## src/hw/icc_pkg.sv

```systemverilog
// Shared constants for the input capture channel: register map, field
// positions, reset values and the capture mode encoding.
// Assumes a 16-bit register port with an 8-bit byte-free word address.
package icc_pkg;

  // Register port widths
  localparam int ADDR_W       = 8;
  localparam int DATA_W       = 16;
  localparam int TB_W         = 16;

  // Channel count and per-channel address window
  localparam int MAX_CHANNELS = 8;
  localparam int CHAN_SEL_W   = 6;
  localparam int REG_IDX_W    = 2;

  // Register indices inside one channel window
  localparam logic [REG_IDX_W-1:0] CTRL_OFF = 2'h0;
  localparam logic [REG_IDX_W-1:0] BUF_OFF  = 2'h1;
  localparam logic [REG_IDX_W-1:0] STAT_OFF = 2'h2;
  localparam logic [REG_IDX_W-1:0] MASK_OFF = 2'h3;

  // Control register field positions
  localparam int IDLE_HALT_BIT = 13;
  localparam int TB_SEL_BIT    = 7;
  localparam int CPI_LSB       = 5;
  localparam int CPI_W         = 2;
  localparam int OVF_BIT       = 4;
  localparam int BNE_BIT       = 3;
  localparam int MODE_LSB      = 0;
  localparam int MODE_W        = 3;

  // Reset values
  localparam logic [DATA_W-1:0] CTRL_RESET = 16'h0000;

  // Interrupt status and mask layout
  localparam int IRQ_W        = 3;
  localparam int IRQ_CAPT_BIT = 0;
  localparam int IRQ_OVF_BIT  = 1;
  localparam int IRQ_WAKE_BIT = 2;
  localparam logic [IRQ_W-1:0] IRQ_RESET = 3'h0;

  // Capture buffer and prescaler
  localparam int FIFO_DEPTH = 4;
  localparam int PRESC_W    = 4;
  localparam logic [PRESC_W-1:0] PRESC4_LAST  = 4'h3;
  localparam logic [PRESC_W-1:0] PRESC16_LAST = 4'hf;

  // Capture mode encoding
  typedef enum logic [MODE_W-1:0] {
    MODE_OFF    = 3'b000,
    MODE_BOTH   = 3'b001,
    MODE_FALL   = 3'b010,
    MODE_RISE   = 3'b011,
    MODE_DIV4   = 3'b100,
    MODE_DIV16  = 3'b101,
    MODE_UNUSED = 3'b110,
    MODE_WAKE   = 3'b111
  } icc_mode_t;

endpackage

```

## src/hw/icc_fifo_if.sv

```systemverilog
// Connection between the capture channel and its capture buffer.
// Assumes both ends run on the same clock.
`timescale 1ns/1ns
interface icc_fifo_if #(
  parameter int WIDTH = 16,
  parameter int DEPTH = 4
);
  logic                           push_valid;
  logic                           push_ready;
  logic [WIDTH-1:0]               push_data;
  logic                           pop;
  logic [WIDTH-1:0]               pop_data;
  logic [$clog2(DEPTH+1)-1:0]     level;

  modport store (input push_valid, push_data, pop, output push_ready, pop_data, level);
  modport user  (output push_valid, push_data, pop, input push_ready, pop_data, level);
endinterface

```

## src/hw/icc_fifo.sv

```systemverilog
// Capture buffer: first in, first out, pop shows the oldest word.
// Assumes pop is only raised while level is non-zero.
`timescale 1ns/1ns
module icc_fifo #(
  parameter int WIDTH = 16,
  parameter int DEPTH = 4
) (
  // Clock and reset
  input  wire logic  clk_sys_in,
  input  wire logic  reset_in,
  // Buffer port
  icc_fifo_if.store  fif
);
  localparam int PW = (DEPTH > 1) ? $clog2(DEPTH) : 1;
  localparam int LW = $clog2(DEPTH+1);
  localparam logic [PW-1:0] LAST = PW'(DEPTH-1);
  localparam logic [LW-1:0] FULL = LW'(DEPTH);

  logic [WIDTH-1:0] mem [DEPTH];
  logic [PW-1:0]    wr_ptr;
  logic [PW-1:0]    rd_ptr;
  logic [LW-1:0]    level;
  logic             do_pop;
  logic             do_push;

  // A pop in the same cycle frees the slot, so a full buffer still takes it
  assign do_pop          = fif.pop && (level != '0);
  assign fif.push_ready  = (level != FULL) || do_pop;
  assign do_push         = fif.push_valid && fif.push_ready;
  assign fif.pop_data    = mem[rd_ptr];
  assign fif.level       = level;

  always_ff @(posedge clk_sys_in) begin
    if (do_push) begin
      mem[wr_ptr] <= fif.push_data;
    end
  end

  always_ff @(posedge clk_sys_in or posedge reset_in) begin
    if (reset_in) begin
      wr_ptr <= '0;
      rd_ptr <= '0;
      level  <= '0;
    end else begin
      if (do_push) begin
        wr_ptr <= (wr_ptr == LAST) ? '0 : wr_ptr + 1'b1;
      end
      if (do_pop) begin
        rd_ptr <= (rd_ptr == LAST) ? '0 : rd_ptr + 1'b1;
      end
      if (do_push && !do_pop) begin
        level <= level + 1'b1;
      end else if (do_pop && !do_push) begin
        level <= level - 1'b1;
      end
    end
  end
endmodule

```

## src/hw/icc_capture_channel.sv

```systemverilog
// Input capture channel: control, edge detection, capture buffer, interrupts.
// Assumes a plain register port on clk_sys_in, timer counts on the same clock
// and an asynchronous capture pin; up to eight instances share one port.
//
// What this block does
// - Record selected 16-bit timer count per event
// - Bit 7 chooses timer A, else B
// - Four-word buffer, read in capture order
// - Interrupt after one to four captures
// - Every-edge mode ignores captures-per-interrupt
// - Modes 011/010/001: rising, falling, both edges
// - Modes 100/101: every 4th/16th rising edge
// - Modes 000 and 110 keep channel off
// - Mode 111: rising-edge wake interrupt only
// - Overflow flag, bit 4, read-only
// - Buffer-not-empty flag, bit 3, read-only
// - Bit 13 halts channel during Idle
// - Capture event wakes from Sleep, Idle
// - Bits 15-14 and 12-8 read zero
// - Up to eight independent channels
//
// The placing of the registers and strobed register access were decided locally.
`timescale 1ns/1ns
module icc_capture_channel #(
  parameter int CHAN_INDEX = 0,
  parameter int FIFO_DEPTH = icc_pkg::FIFO_DEPTH
) (
  // Clock and reset
  input  wire logic                        clk_sys_in,
  input  wire logic                        reset_in,
  // Register port
  input  wire logic [icc_pkg::ADDR_W-1:0]  reg_addr_in,
  input  wire logic [icc_pkg::DATA_W-1:0]  reg_wdata_in,
  input  wire logic                        reg_write_in,
  input  wire logic                        reg_read_in,
  output logic      [icc_pkg::DATA_W-1:0]  reg_rdata_out,
  // Capture pin and time bases
  input  wire logic                        capture_input_pin_in,
  input  wire logic [icc_pkg::TB_W-1:0]    timebase_a_count_in,
  input  wire logic [icc_pkg::TB_W-1:0]    timebase_b_count_in,
  // Power state
  input  wire logic                        cpu_sleep_in,
  input  wire logic                        cpu_idle_in,
  // Interrupt and wake-up
  output logic                             irq_out,
  output logic                             wake_out
);
  localparam int LW = $clog2(FIFO_DEPTH+1);
  localparam logic [LW-1:0] LEVEL_ONE  = LW'(1);
  localparam logic [LW-1:0] LEVEL_FULL = LW'(FIFO_DEPTH);
  localparam logic [icc_pkg::CHAN_SEL_W-1:0] CHAN_SEL =
    icc_pkg::CHAN_SEL_W'(CHAN_INDEX % icc_pkg::MAX_CHANNELS);

  // Control fields
  logic                               idle_halt_select;
  logic                               timebase_select;
  logic [icc_pkg::CPI_W-1:0]          captures_per_interrupt;
  icc_pkg::icc_mode_t                 capture_mode_select;
  logic                               capture_overflow_flag;
  logic                               buffer_not_empty_flag;

  // Pin synchroniser and edges
  logic                               pin_meta;
  logic                               pin_sync;
  logic                               pin_prev;
  logic                               rise;
  logic                               fall;

  // Event logic
  logic [icc_pkg::PRESC_W-1:0]        presc_cnt;
  logic [icc_pkg::CPI_W-1:0]          cpi_cnt;
  logic                               edge_evt;
  logic                               active;
  logic                               capture_evt;
  logic                               irq_capt_evt;
  logic                               wake_evt;
  logic                               low_power;

  // Register port decode
  logic                               hit;
  logic [icc_pkg::REG_IDX_W-1:0]      idx;
  logic                               ctrl_wr;
  logic                               mask_wr;
  logic                               stat_rd;
  logic                               buf_rd;
  logic [icc_pkg::IRQ_W-1:0]          irq_status;
  logic [icc_pkg::IRQ_W-1:0]          irq_mask;
  logic [icc_pkg::IRQ_W-1:0]          next_irq_status;
  logic [icc_pkg::DATA_W-1:0]         ctrl_view;
  logic [icc_pkg::DATA_W-1:0]         next_rdata;

  icc_fifo_if #(.WIDTH(icc_pkg::TB_W), .DEPTH(FIFO_DEPTH)) fif ();

  icc_fifo #(
    .WIDTH (icc_pkg::TB_W),
    .DEPTH (FIFO_DEPTH)
  ) u_fifo (
    .clk_sys_in (clk_sys_in),
    .reset_in   (reset_in),
    .fif        (fif.store)
  );

  assign hit     = (reg_addr_in[icc_pkg::ADDR_W-1:icc_pkg::REG_IDX_W] == CHAN_SEL);
  assign idx     = reg_addr_in[icc_pkg::REG_IDX_W-1:0];
  assign ctrl_wr = reg_write_in && hit && (idx == icc_pkg::CTRL_OFF);
  assign mask_wr = reg_write_in && hit && (idx == icc_pkg::MASK_OFF);
  assign stat_rd = reg_read_in && hit && (idx == icc_pkg::STAT_OFF);
  assign buf_rd  = reg_read_in && hit && (idx == icc_pkg::BUF_OFF);

  // Control register; flag bits are never written by software
  always_ff @(posedge clk_sys_in or posedge reset_in) begin
    if (reset_in) begin
      idle_halt_select       <= icc_pkg::CTRL_RESET[icc_pkg::IDLE_HALT_BIT];
      timebase_select        <= icc_pkg::CTRL_RESET[icc_pkg::TB_SEL_BIT];
      captures_per_interrupt <= icc_pkg::CTRL_RESET[icc_pkg::CPI_LSB +: icc_pkg::CPI_W];
      capture_mode_select    <= icc_pkg::MODE_OFF;
    end else if (ctrl_wr) begin
      idle_halt_select       <= reg_wdata_in[icc_pkg::IDLE_HALT_BIT];
      timebase_select        <= reg_wdata_in[icc_pkg::TB_SEL_BIT];
      captures_per_interrupt <= reg_wdata_in[icc_pkg::CPI_LSB +: icc_pkg::CPI_W];
      capture_mode_select    <=
        icc_pkg::icc_mode_t'(reg_wdata_in[icc_pkg::MODE_LSB +: icc_pkg::MODE_W]);
    end
  end

  // Pin passes two flops before any edge logic looks at it
  always_ff @(posedge clk_sys_in or posedge reset_in) begin
    if (reset_in) begin
      pin_meta <= 1'b0;
      pin_sync <= 1'b0;
      pin_prev <= 1'b0;
    end else begin
      pin_meta <= capture_input_pin_in;
      pin_sync <= pin_meta;
      pin_prev <= pin_sync;
    end
  end

  assign rise      = pin_sync && !pin_prev;
  assign fall      = !pin_sync && pin_prev;
  assign low_power = cpu_sleep_in || cpu_idle_in;

  assign active = (capture_mode_select != icc_pkg::MODE_OFF) &&
                  (capture_mode_select != icc_pkg::MODE_UNUSED) &&
                  (capture_mode_select != icc_pkg::MODE_WAKE) &&
                  !(cpu_idle_in && idle_halt_select);

  always_comb begin
    case (capture_mode_select)
      icc_pkg::MODE_BOTH:  edge_evt = rise || fall;
      icc_pkg::MODE_FALL:  edge_evt = fall;
      icc_pkg::MODE_RISE:  edge_evt = rise;
      icc_pkg::MODE_DIV4:  edge_evt = rise && (presc_cnt == icc_pkg::PRESC4_LAST);
      icc_pkg::MODE_DIV16: edge_evt = rise && (presc_cnt == icc_pkg::PRESC16_LAST);
      default:             edge_evt = 1'b0;
    endcase
  end

  assign capture_evt = active && edge_evt;

  // edge prescaler
  // Restarts on any control write so a new ratio counts from zero
  always_ff @(posedge clk_sys_in or posedge reset_in) begin
    if (reset_in) begin
      presc_cnt <= '0;
    end else if (ctrl_wr || !active) begin
      presc_cnt <= '0;
    end else if (rise && (capture_mode_select == icc_pkg::MODE_DIV4 ||
                          capture_mode_select == icc_pkg::MODE_DIV16)) begin
      presc_cnt <= edge_evt ? '0 : presc_cnt + 1'b1;
    end
  end

  // time base choice
  // Count is taken two to three cycles after the pin edge, after the synchroniser
  assign fif.push_valid = capture_evt;
  assign fif.push_data  = timebase_select ? timebase_a_count_in : timebase_b_count_in;

  assign fif.pop = buf_rd && (fif.level != '0);

  // hardware owns the flag
  // A refused capture is dropped; the stored words stay intact
  always_ff @(posedge clk_sys_in or posedge reset_in) begin
    if (reset_in) begin
      capture_overflow_flag <= 1'b0;
    end else if (capture_evt && !fif.push_ready) begin
      capture_overflow_flag <= 1'b1;
    end else if (fif.pop && fif.level == LEVEL_ONE && !capture_evt) begin
      capture_overflow_flag <= 1'b0;
    end
  end

  assign buffer_not_empty_flag = (fif.level != '0);

  always_ff @(posedge clk_sys_in or posedge reset_in) begin
    if (reset_in) begin
      cpi_cnt <= '0;
    end else if (ctrl_wr || !active) begin
      cpi_cnt <= '0;
    end else if (capture_evt) begin
      cpi_cnt <= irq_capt_evt ? '0 : cpi_cnt + 1'b1;
    end
  end

  assign irq_capt_evt = capture_evt &&
                        ((capture_mode_select == icc_pkg::MODE_BOTH) ||
                         (cpi_cnt == captures_per_interrupt));

  assign wake_evt = (capture_mode_select == icc_pkg::MODE_WAKE) && low_power && rise;

  // Sticky status: the set wins over the clearing read
  always_comb begin
    next_irq_status = stat_rd ? icc_pkg::IRQ_RESET : irq_status;
    if (irq_capt_evt) begin
      next_irq_status[icc_pkg::IRQ_CAPT_BIT] = 1'b1;
    end
    if (capture_evt && !fif.push_ready) begin
      next_irq_status[icc_pkg::IRQ_OVF_BIT] = 1'b1;
    end
    if (wake_evt) begin
      next_irq_status[icc_pkg::IRQ_WAKE_BIT] = 1'b1;
    end
  end

  always_ff @(posedge clk_sys_in or posedge reset_in) begin
    if (reset_in) begin
      irq_status <= icc_pkg::IRQ_RESET;
      irq_mask   <= icc_pkg::IRQ_RESET;
      irq_out    <= 1'b0;
    end else begin
      irq_status <= next_irq_status;
      if (mask_wr) begin
        irq_mask <= reg_wdata_in[icc_pkg::IRQ_W-1:0];
      end
      irq_out <= |(irq_status & irq_mask);
    end
  end

  always_ff @(posedge clk_sys_in or posedge reset_in) begin
    if (reset_in) begin
      wake_out <= 1'b0;
    end else begin
      wake_out <= low_power && (capture_evt || wake_evt);
    end
  end

  always_comb begin
    ctrl_view                                          = '0;
    ctrl_view[icc_pkg::IDLE_HALT_BIT]                  = idle_halt_select;
    ctrl_view[icc_pkg::TB_SEL_BIT]                     = timebase_select;
    ctrl_view[icc_pkg::CPI_LSB +: icc_pkg::CPI_W]      = captures_per_interrupt;
    ctrl_view[icc_pkg::OVF_BIT]                        = capture_overflow_flag;
    ctrl_view[icc_pkg::BNE_BIT]                        = buffer_not_empty_flag;
    ctrl_view[icc_pkg::MODE_LSB +: icc_pkg::MODE_W]    = capture_mode_select;
  end

  // Read mux; misses return zero so eight channels may OR their data
  always_comb begin
    next_rdata = '0;
    if (reg_read_in && hit) begin
      case (idx)
        icc_pkg::CTRL_OFF: next_rdata = ctrl_view;
        icc_pkg::BUF_OFF:  next_rdata = buffer_not_empty_flag ? fif.pop_data : '0;
        icc_pkg::STAT_OFF: next_rdata = icc_pkg::DATA_W'(irq_status);
        icc_pkg::MASK_OFF: next_rdata = icc_pkg::DATA_W'(irq_mask);
        default:           next_rdata = '0;
      endcase
    end
  end

  always_ff @(posedge clk_sys_in or posedge reset_in) begin
    if (reset_in) begin
      reg_rdata_out <= '0;
    end else begin
      reg_rdata_out <= next_rdata;
    end
  end
endmodule

```

## config.mk

```make
export PLATFORM = sky130hd
export DESIGN_NAME = icc_capture_channel
export DESIGN_NICKNAME = d
export VERILOG_FILES = /design/src/hw/icc_pkg.sv /design/src/hw/icc_fifo_if.sv /design/src/hw/icc_fifo.sv /design/src/hw/icc_capture_channel.sv
export SDC_FILE = /design/constraint.sdc
export NUM_CORES = 1
export LEC_CHECK = 0
export ABC_AREA = 1
export BUFFER_PORTS_ARGS = -buffer_cell sky130_fd_sc_hd__buf_2
export CAP_MARGIN = 20
export CORE_MARGIN = 3
export CORE_UTILIZATION = 56
export DETAILED_ROUTE_END_ITERATION = 7
export PLACE_DENSITY = 0.79
export SKIP_LAST_GASP = 1
export SLEW_MARGIN = 0
export SYNTH_ARGS = -nofsm -noshare
export SYNTH_HDL_FRONTEND = slang
export SYNTH_SLANG_ARGS = --single-unit
```

## constraint.sdc

```tcl
create_clock -name clk_sys_in -period 2.7 [get_ports clk_sys_in]
set_input_delay 0.135 -clock clk_sys_in [delete_from_list [all_inputs] [get_ports clk_sys_in]]
set_output_delay 0.135 -clock clk_sys_in [all_outputs]
set_load 0.02 [all_outputs]
```

==> qor.yml <==
critical_path:
  path_cells: "inv_1, ha_1, nand2_1, nand2_1, nor2_2, nand2_2, nand3_2, nand3_2, inv_1, ha_1, nor2_1, o21ai_0, xor2_1, inv_1"
  critPathMaxStageDelay_ps: 450
  slowest_stage: "dfrtp_1"
  r2r_start: "u_fifo.fif.level[0]"
  r2r_end: "u_fifo.fif.level[2]"
  critical_path_class: "register to register"
  start_kind: "register"
  rrSetupSlack_ps: 380
  crit_fanout: 7
  cp_common_cell: "inv_1"
  reg2regPathDepth: 14
  cp.arrival_ps: 2590
  endpoint_kind: "register"
  critPathRequiredTime_ps: 2970
sta:
  min_period_over_period_pct: 85.86
  fmax_mhz: 431.3
  drv_slew: 0
  setup-violations-final: 0
  rsz0062_at_grt: "no"
  slew_headroom_pct: 54.45
  tns_ps: 0
  finalClockSkew_ps: 15.49
  period_needed_ps: 2318
  hold_violations: 0
  setup_ws_ps: 381.7
  max_slew.worst_pin.slew_ps: 682.5
synth:
  synth-seq-cells: 112
  yosys_warnings: 0
  synth_nets: 569
  ys_types: 30
  syn_area_mm2: 0.004985
  syn_inst: 493
  ys_seq_area_share_pct: 62.65
  syn_area_per_cell_um2: 10.11
cells_and_area:
  nNetsFinal: 648
  antenna_cells: 0
  syn_to_final_growth_pct: 15.01
  drive_gt1_share_pct: 21.14
  stdcell_count: 682
cts:
  cts.sinks: 112
  cts_max_path_buffers: 2
  numCtsBuffers: 9
  cts_max_level: 3
  cts_root_buf: "clkbuf_8"
  clock_latency_ps: 380
  cts_tree: "yes"
  cts_resized: 0
  clk_pin_slew_ps: 110
floorplan:
  start_util_pct: 59.18
  die_height_um: 100.3
  die_area_mm2: 0.01007
  die_w_um: 100.3
  io-pin-count: 81
  fp.coreArea_mm2: 0.008423
  num_rows: 33
place:
  port_buffers: 71
  place_hpwl_um: 7007
  pre_cts_slack_ps: 418.1
  gp_congestion: 0.8351
  dp_cells: 663
global_routing:
  grt_max_degree: 49
  grt_pass1_vias: 3592
  grt_use_total_pct: 21.62
  antenna_found_initial: 0
  grt_pass1_wl_um: 16820
  overflow: 0
pwr:
  p_seq_share_pct: 58.8
  p_clk_share_pct: 34.6
  internal_power_mw: 2.378
  finalPower_mw: 3.147
  p_comb_share_pct: 6.6
  leakage_nw: 2.615
  power_density_mw_per_mm2: 548.8
  switching_share_pct: 24.42
  ir_drop_uv: 378.2
  power.switching_mw: 0.7684
detailed_routing:
  drtAntennaViolNets: 0
  wl_um: 10250
  drc: 0
  drt_iter0_drc: 228
  vias: 3620
  drt-vias-per-instance: 5.308
  wire_per_inst_um: 15.03
  firstDrtPassIters: 5
worst_hold_path:
  hold_path_class: "input pin to register"
  min_delay_worst_endpoint: "idle_halt_select"
  hold_depth: 3
  hp-start: "reg_wdata_in[13]"
run:
  drv_cap: 0
run_status:
  status: "complete, no violations"
## sequential cells by signal, indices dropped and copies added (netlist names), 2 cells and up
name                    count
presc_cnt                   4
capture_mode_select         3
u_fifo.wr_ptr               2
irq_status                  3
u_fifo.mem                 64
irq_mask                    3
captures_per_interrupt      2
reg_rdata_out              16
u_fifo.rd_ptr               2
cpi_cnt                     2
u_fifo.fif.level            3
## worst max path at each step
stage	startpoint	cells past startpoint	endpoint
3_3_place_gp	u_fifo.fif.level[0]	14	u_fifo.fif.level[2]
3_5_place_dp	u_fifo.fif.level[0]	14	u_fifo.fif.level[2]
4_1_cts	u_fifo.fif.level[0]	14	u_fifo.fif.level[2]
5_1_grt	u_fifo.fif.level[0]	14	u_fifo.fif.level[2]
2_1_floorplan	u_fifo.fif.level[0]	9	u_fifo.mem[0][0]
6_report	u_fifo.fif.level[0]	14	u_fifo.fif.level[2]
## what timing repair did
item / 4_1_cts / 5_1_grt
buffers inserted: 0 / 0
hold buffers: 1 / 1
hold endpoints to repair: 1 / 48
endpoints found under the setup margin: 0 / 0
## cells in the mapped netlist
cell        n  share of area [%]
buf_4       2               0.30
a21boi_4    1               0.38
a31oi_1     4               0.50
or2_2       1               0.13
nor2_4      4               0.90
o22ai_1     6               0.75
nand2_1   116                8.7
nor2_1     60                4.5
nand3_2     3               0.60
dfrtp_1    48                 24
nand4_1     5               0.63
nand3_1    21                2.1
edfxtp_1   64                 39
xnor2_1     2               0.35
xor2_1      6                1.1
inv_2       5               0.38
nor2_2      3               0.38
clkinv_1    2               0.15
a32o_1      1               0.20
nand2_2     3               0.38
nand2_4     1               0.23
ha_1       13                3.3
a21oi_1    15                1.5
o21ai_0    49                4.9
buf_6       1               0.23
buf_2       9               0.90
clkbuf_1    5               0.38
o21ai_1     1               0.10
a221oi_2    1               0.30
inv_1      41                3.1
## stage by stage
step | instance area (um^2) | utilization [%] | hold WS [ps]
after global routing | 5733 | 68.06 | 15.25
after detailed placement | 5464 | 64.87 | 246.4
after floorplan | 4985 | - | 166.4
after CTS | 5703 | 67.71 | 3.735
after global placement | 5464 | 64.87 | 249.0
final | 5733 | 68.06 | 10.48
## critical path: cells and delay by family, from the launching register on
| family | cells | cell delay, ps |
|---|---|---|
| XOR/XNOR | 1 | 140 |
| adder cells (fa/ha/maj) | 2 | 500 |
| AND/OR/NAND/NOR | 7 | 790 |
| AO/OA/AOI/OAI | 1 | 110 |
| flip-flops | 1 | 450 |
| buffers and inverters | 3 | 240 |
## area by class of cell
| type | instances | area [um^2] |
|---|---|---|
| clock buffer | 9 | 123.9 |
| clock inverter | 7 | 105.1 |
| fill | 659 | 2690 |
| inverter | 48 | 180.2 |
| multi-input combinational | 316 | 1592 |
| sequential | 112 | 3123 |
| tap | 105 | 131.4 |
| timing repair buffer | 85 | 478.0 |
## cells in the final DEF (no fill, tap or decap), drive strengths merged
cell,netlist,final
edfxtp,64,64
clkbuf,5,9
xor2,6,6
o22ai,6,6
nand2,120,120
clkinv,2,4
a21oi,15,15
a221oi,1,1
buf,12,83
or2,1,1
inv,46,50
a21boi,1,1
a32o,1,1
nand4,5,5
bufinv,0,1
nand3,24,24
ha,13,13
dfrtp,48,48
xnor2,2,2
nor2,67,67
a31oi,4,4
o21ai,50,50
dlygate4sd3,0,2
## power by group through the flow
stage	Combinational (mW)	Clock, mW	Sequential (mW)
6_report	0.207	1.09	1.85
5_1_grt	0.239	1.17	1.85
4_1_cts	0.204	1.11	1.85
3_5_place_dp	0.202	0	1.89
3_3_place_gp	0.193	0	1.89
2_1_floorplan	0.127	0	1.88
## metal layers
layer	up-vias	routed length [um]	track usage (%)
met4	0	245	8.601
met1	1678	4306	28.40
met2	131	4963	35.22
li1	1792	-	-
met3	19	736	4.656
met5	-	0	0
## cells by family (layout without fill, tap and decap cells)
| logic type | after synthesis | count (layout) | synth area share, % |
|---|---|---|---|
| buffers and inverters | 65 | 149 | 5.422 |
| adders and majority gates | 13 | 13 | 3.263 |
| DFF | 112 | 112 | 62.65 |
| AOI/OAI and AO/OA | 78 | 78 | 8.660 |
| and+or+nand+nor | 217 | 217 | 18.60 |
| xor gates and xnor gates | 8 | 8 | 1.406 |
Power figures use the tool's default switching activity.
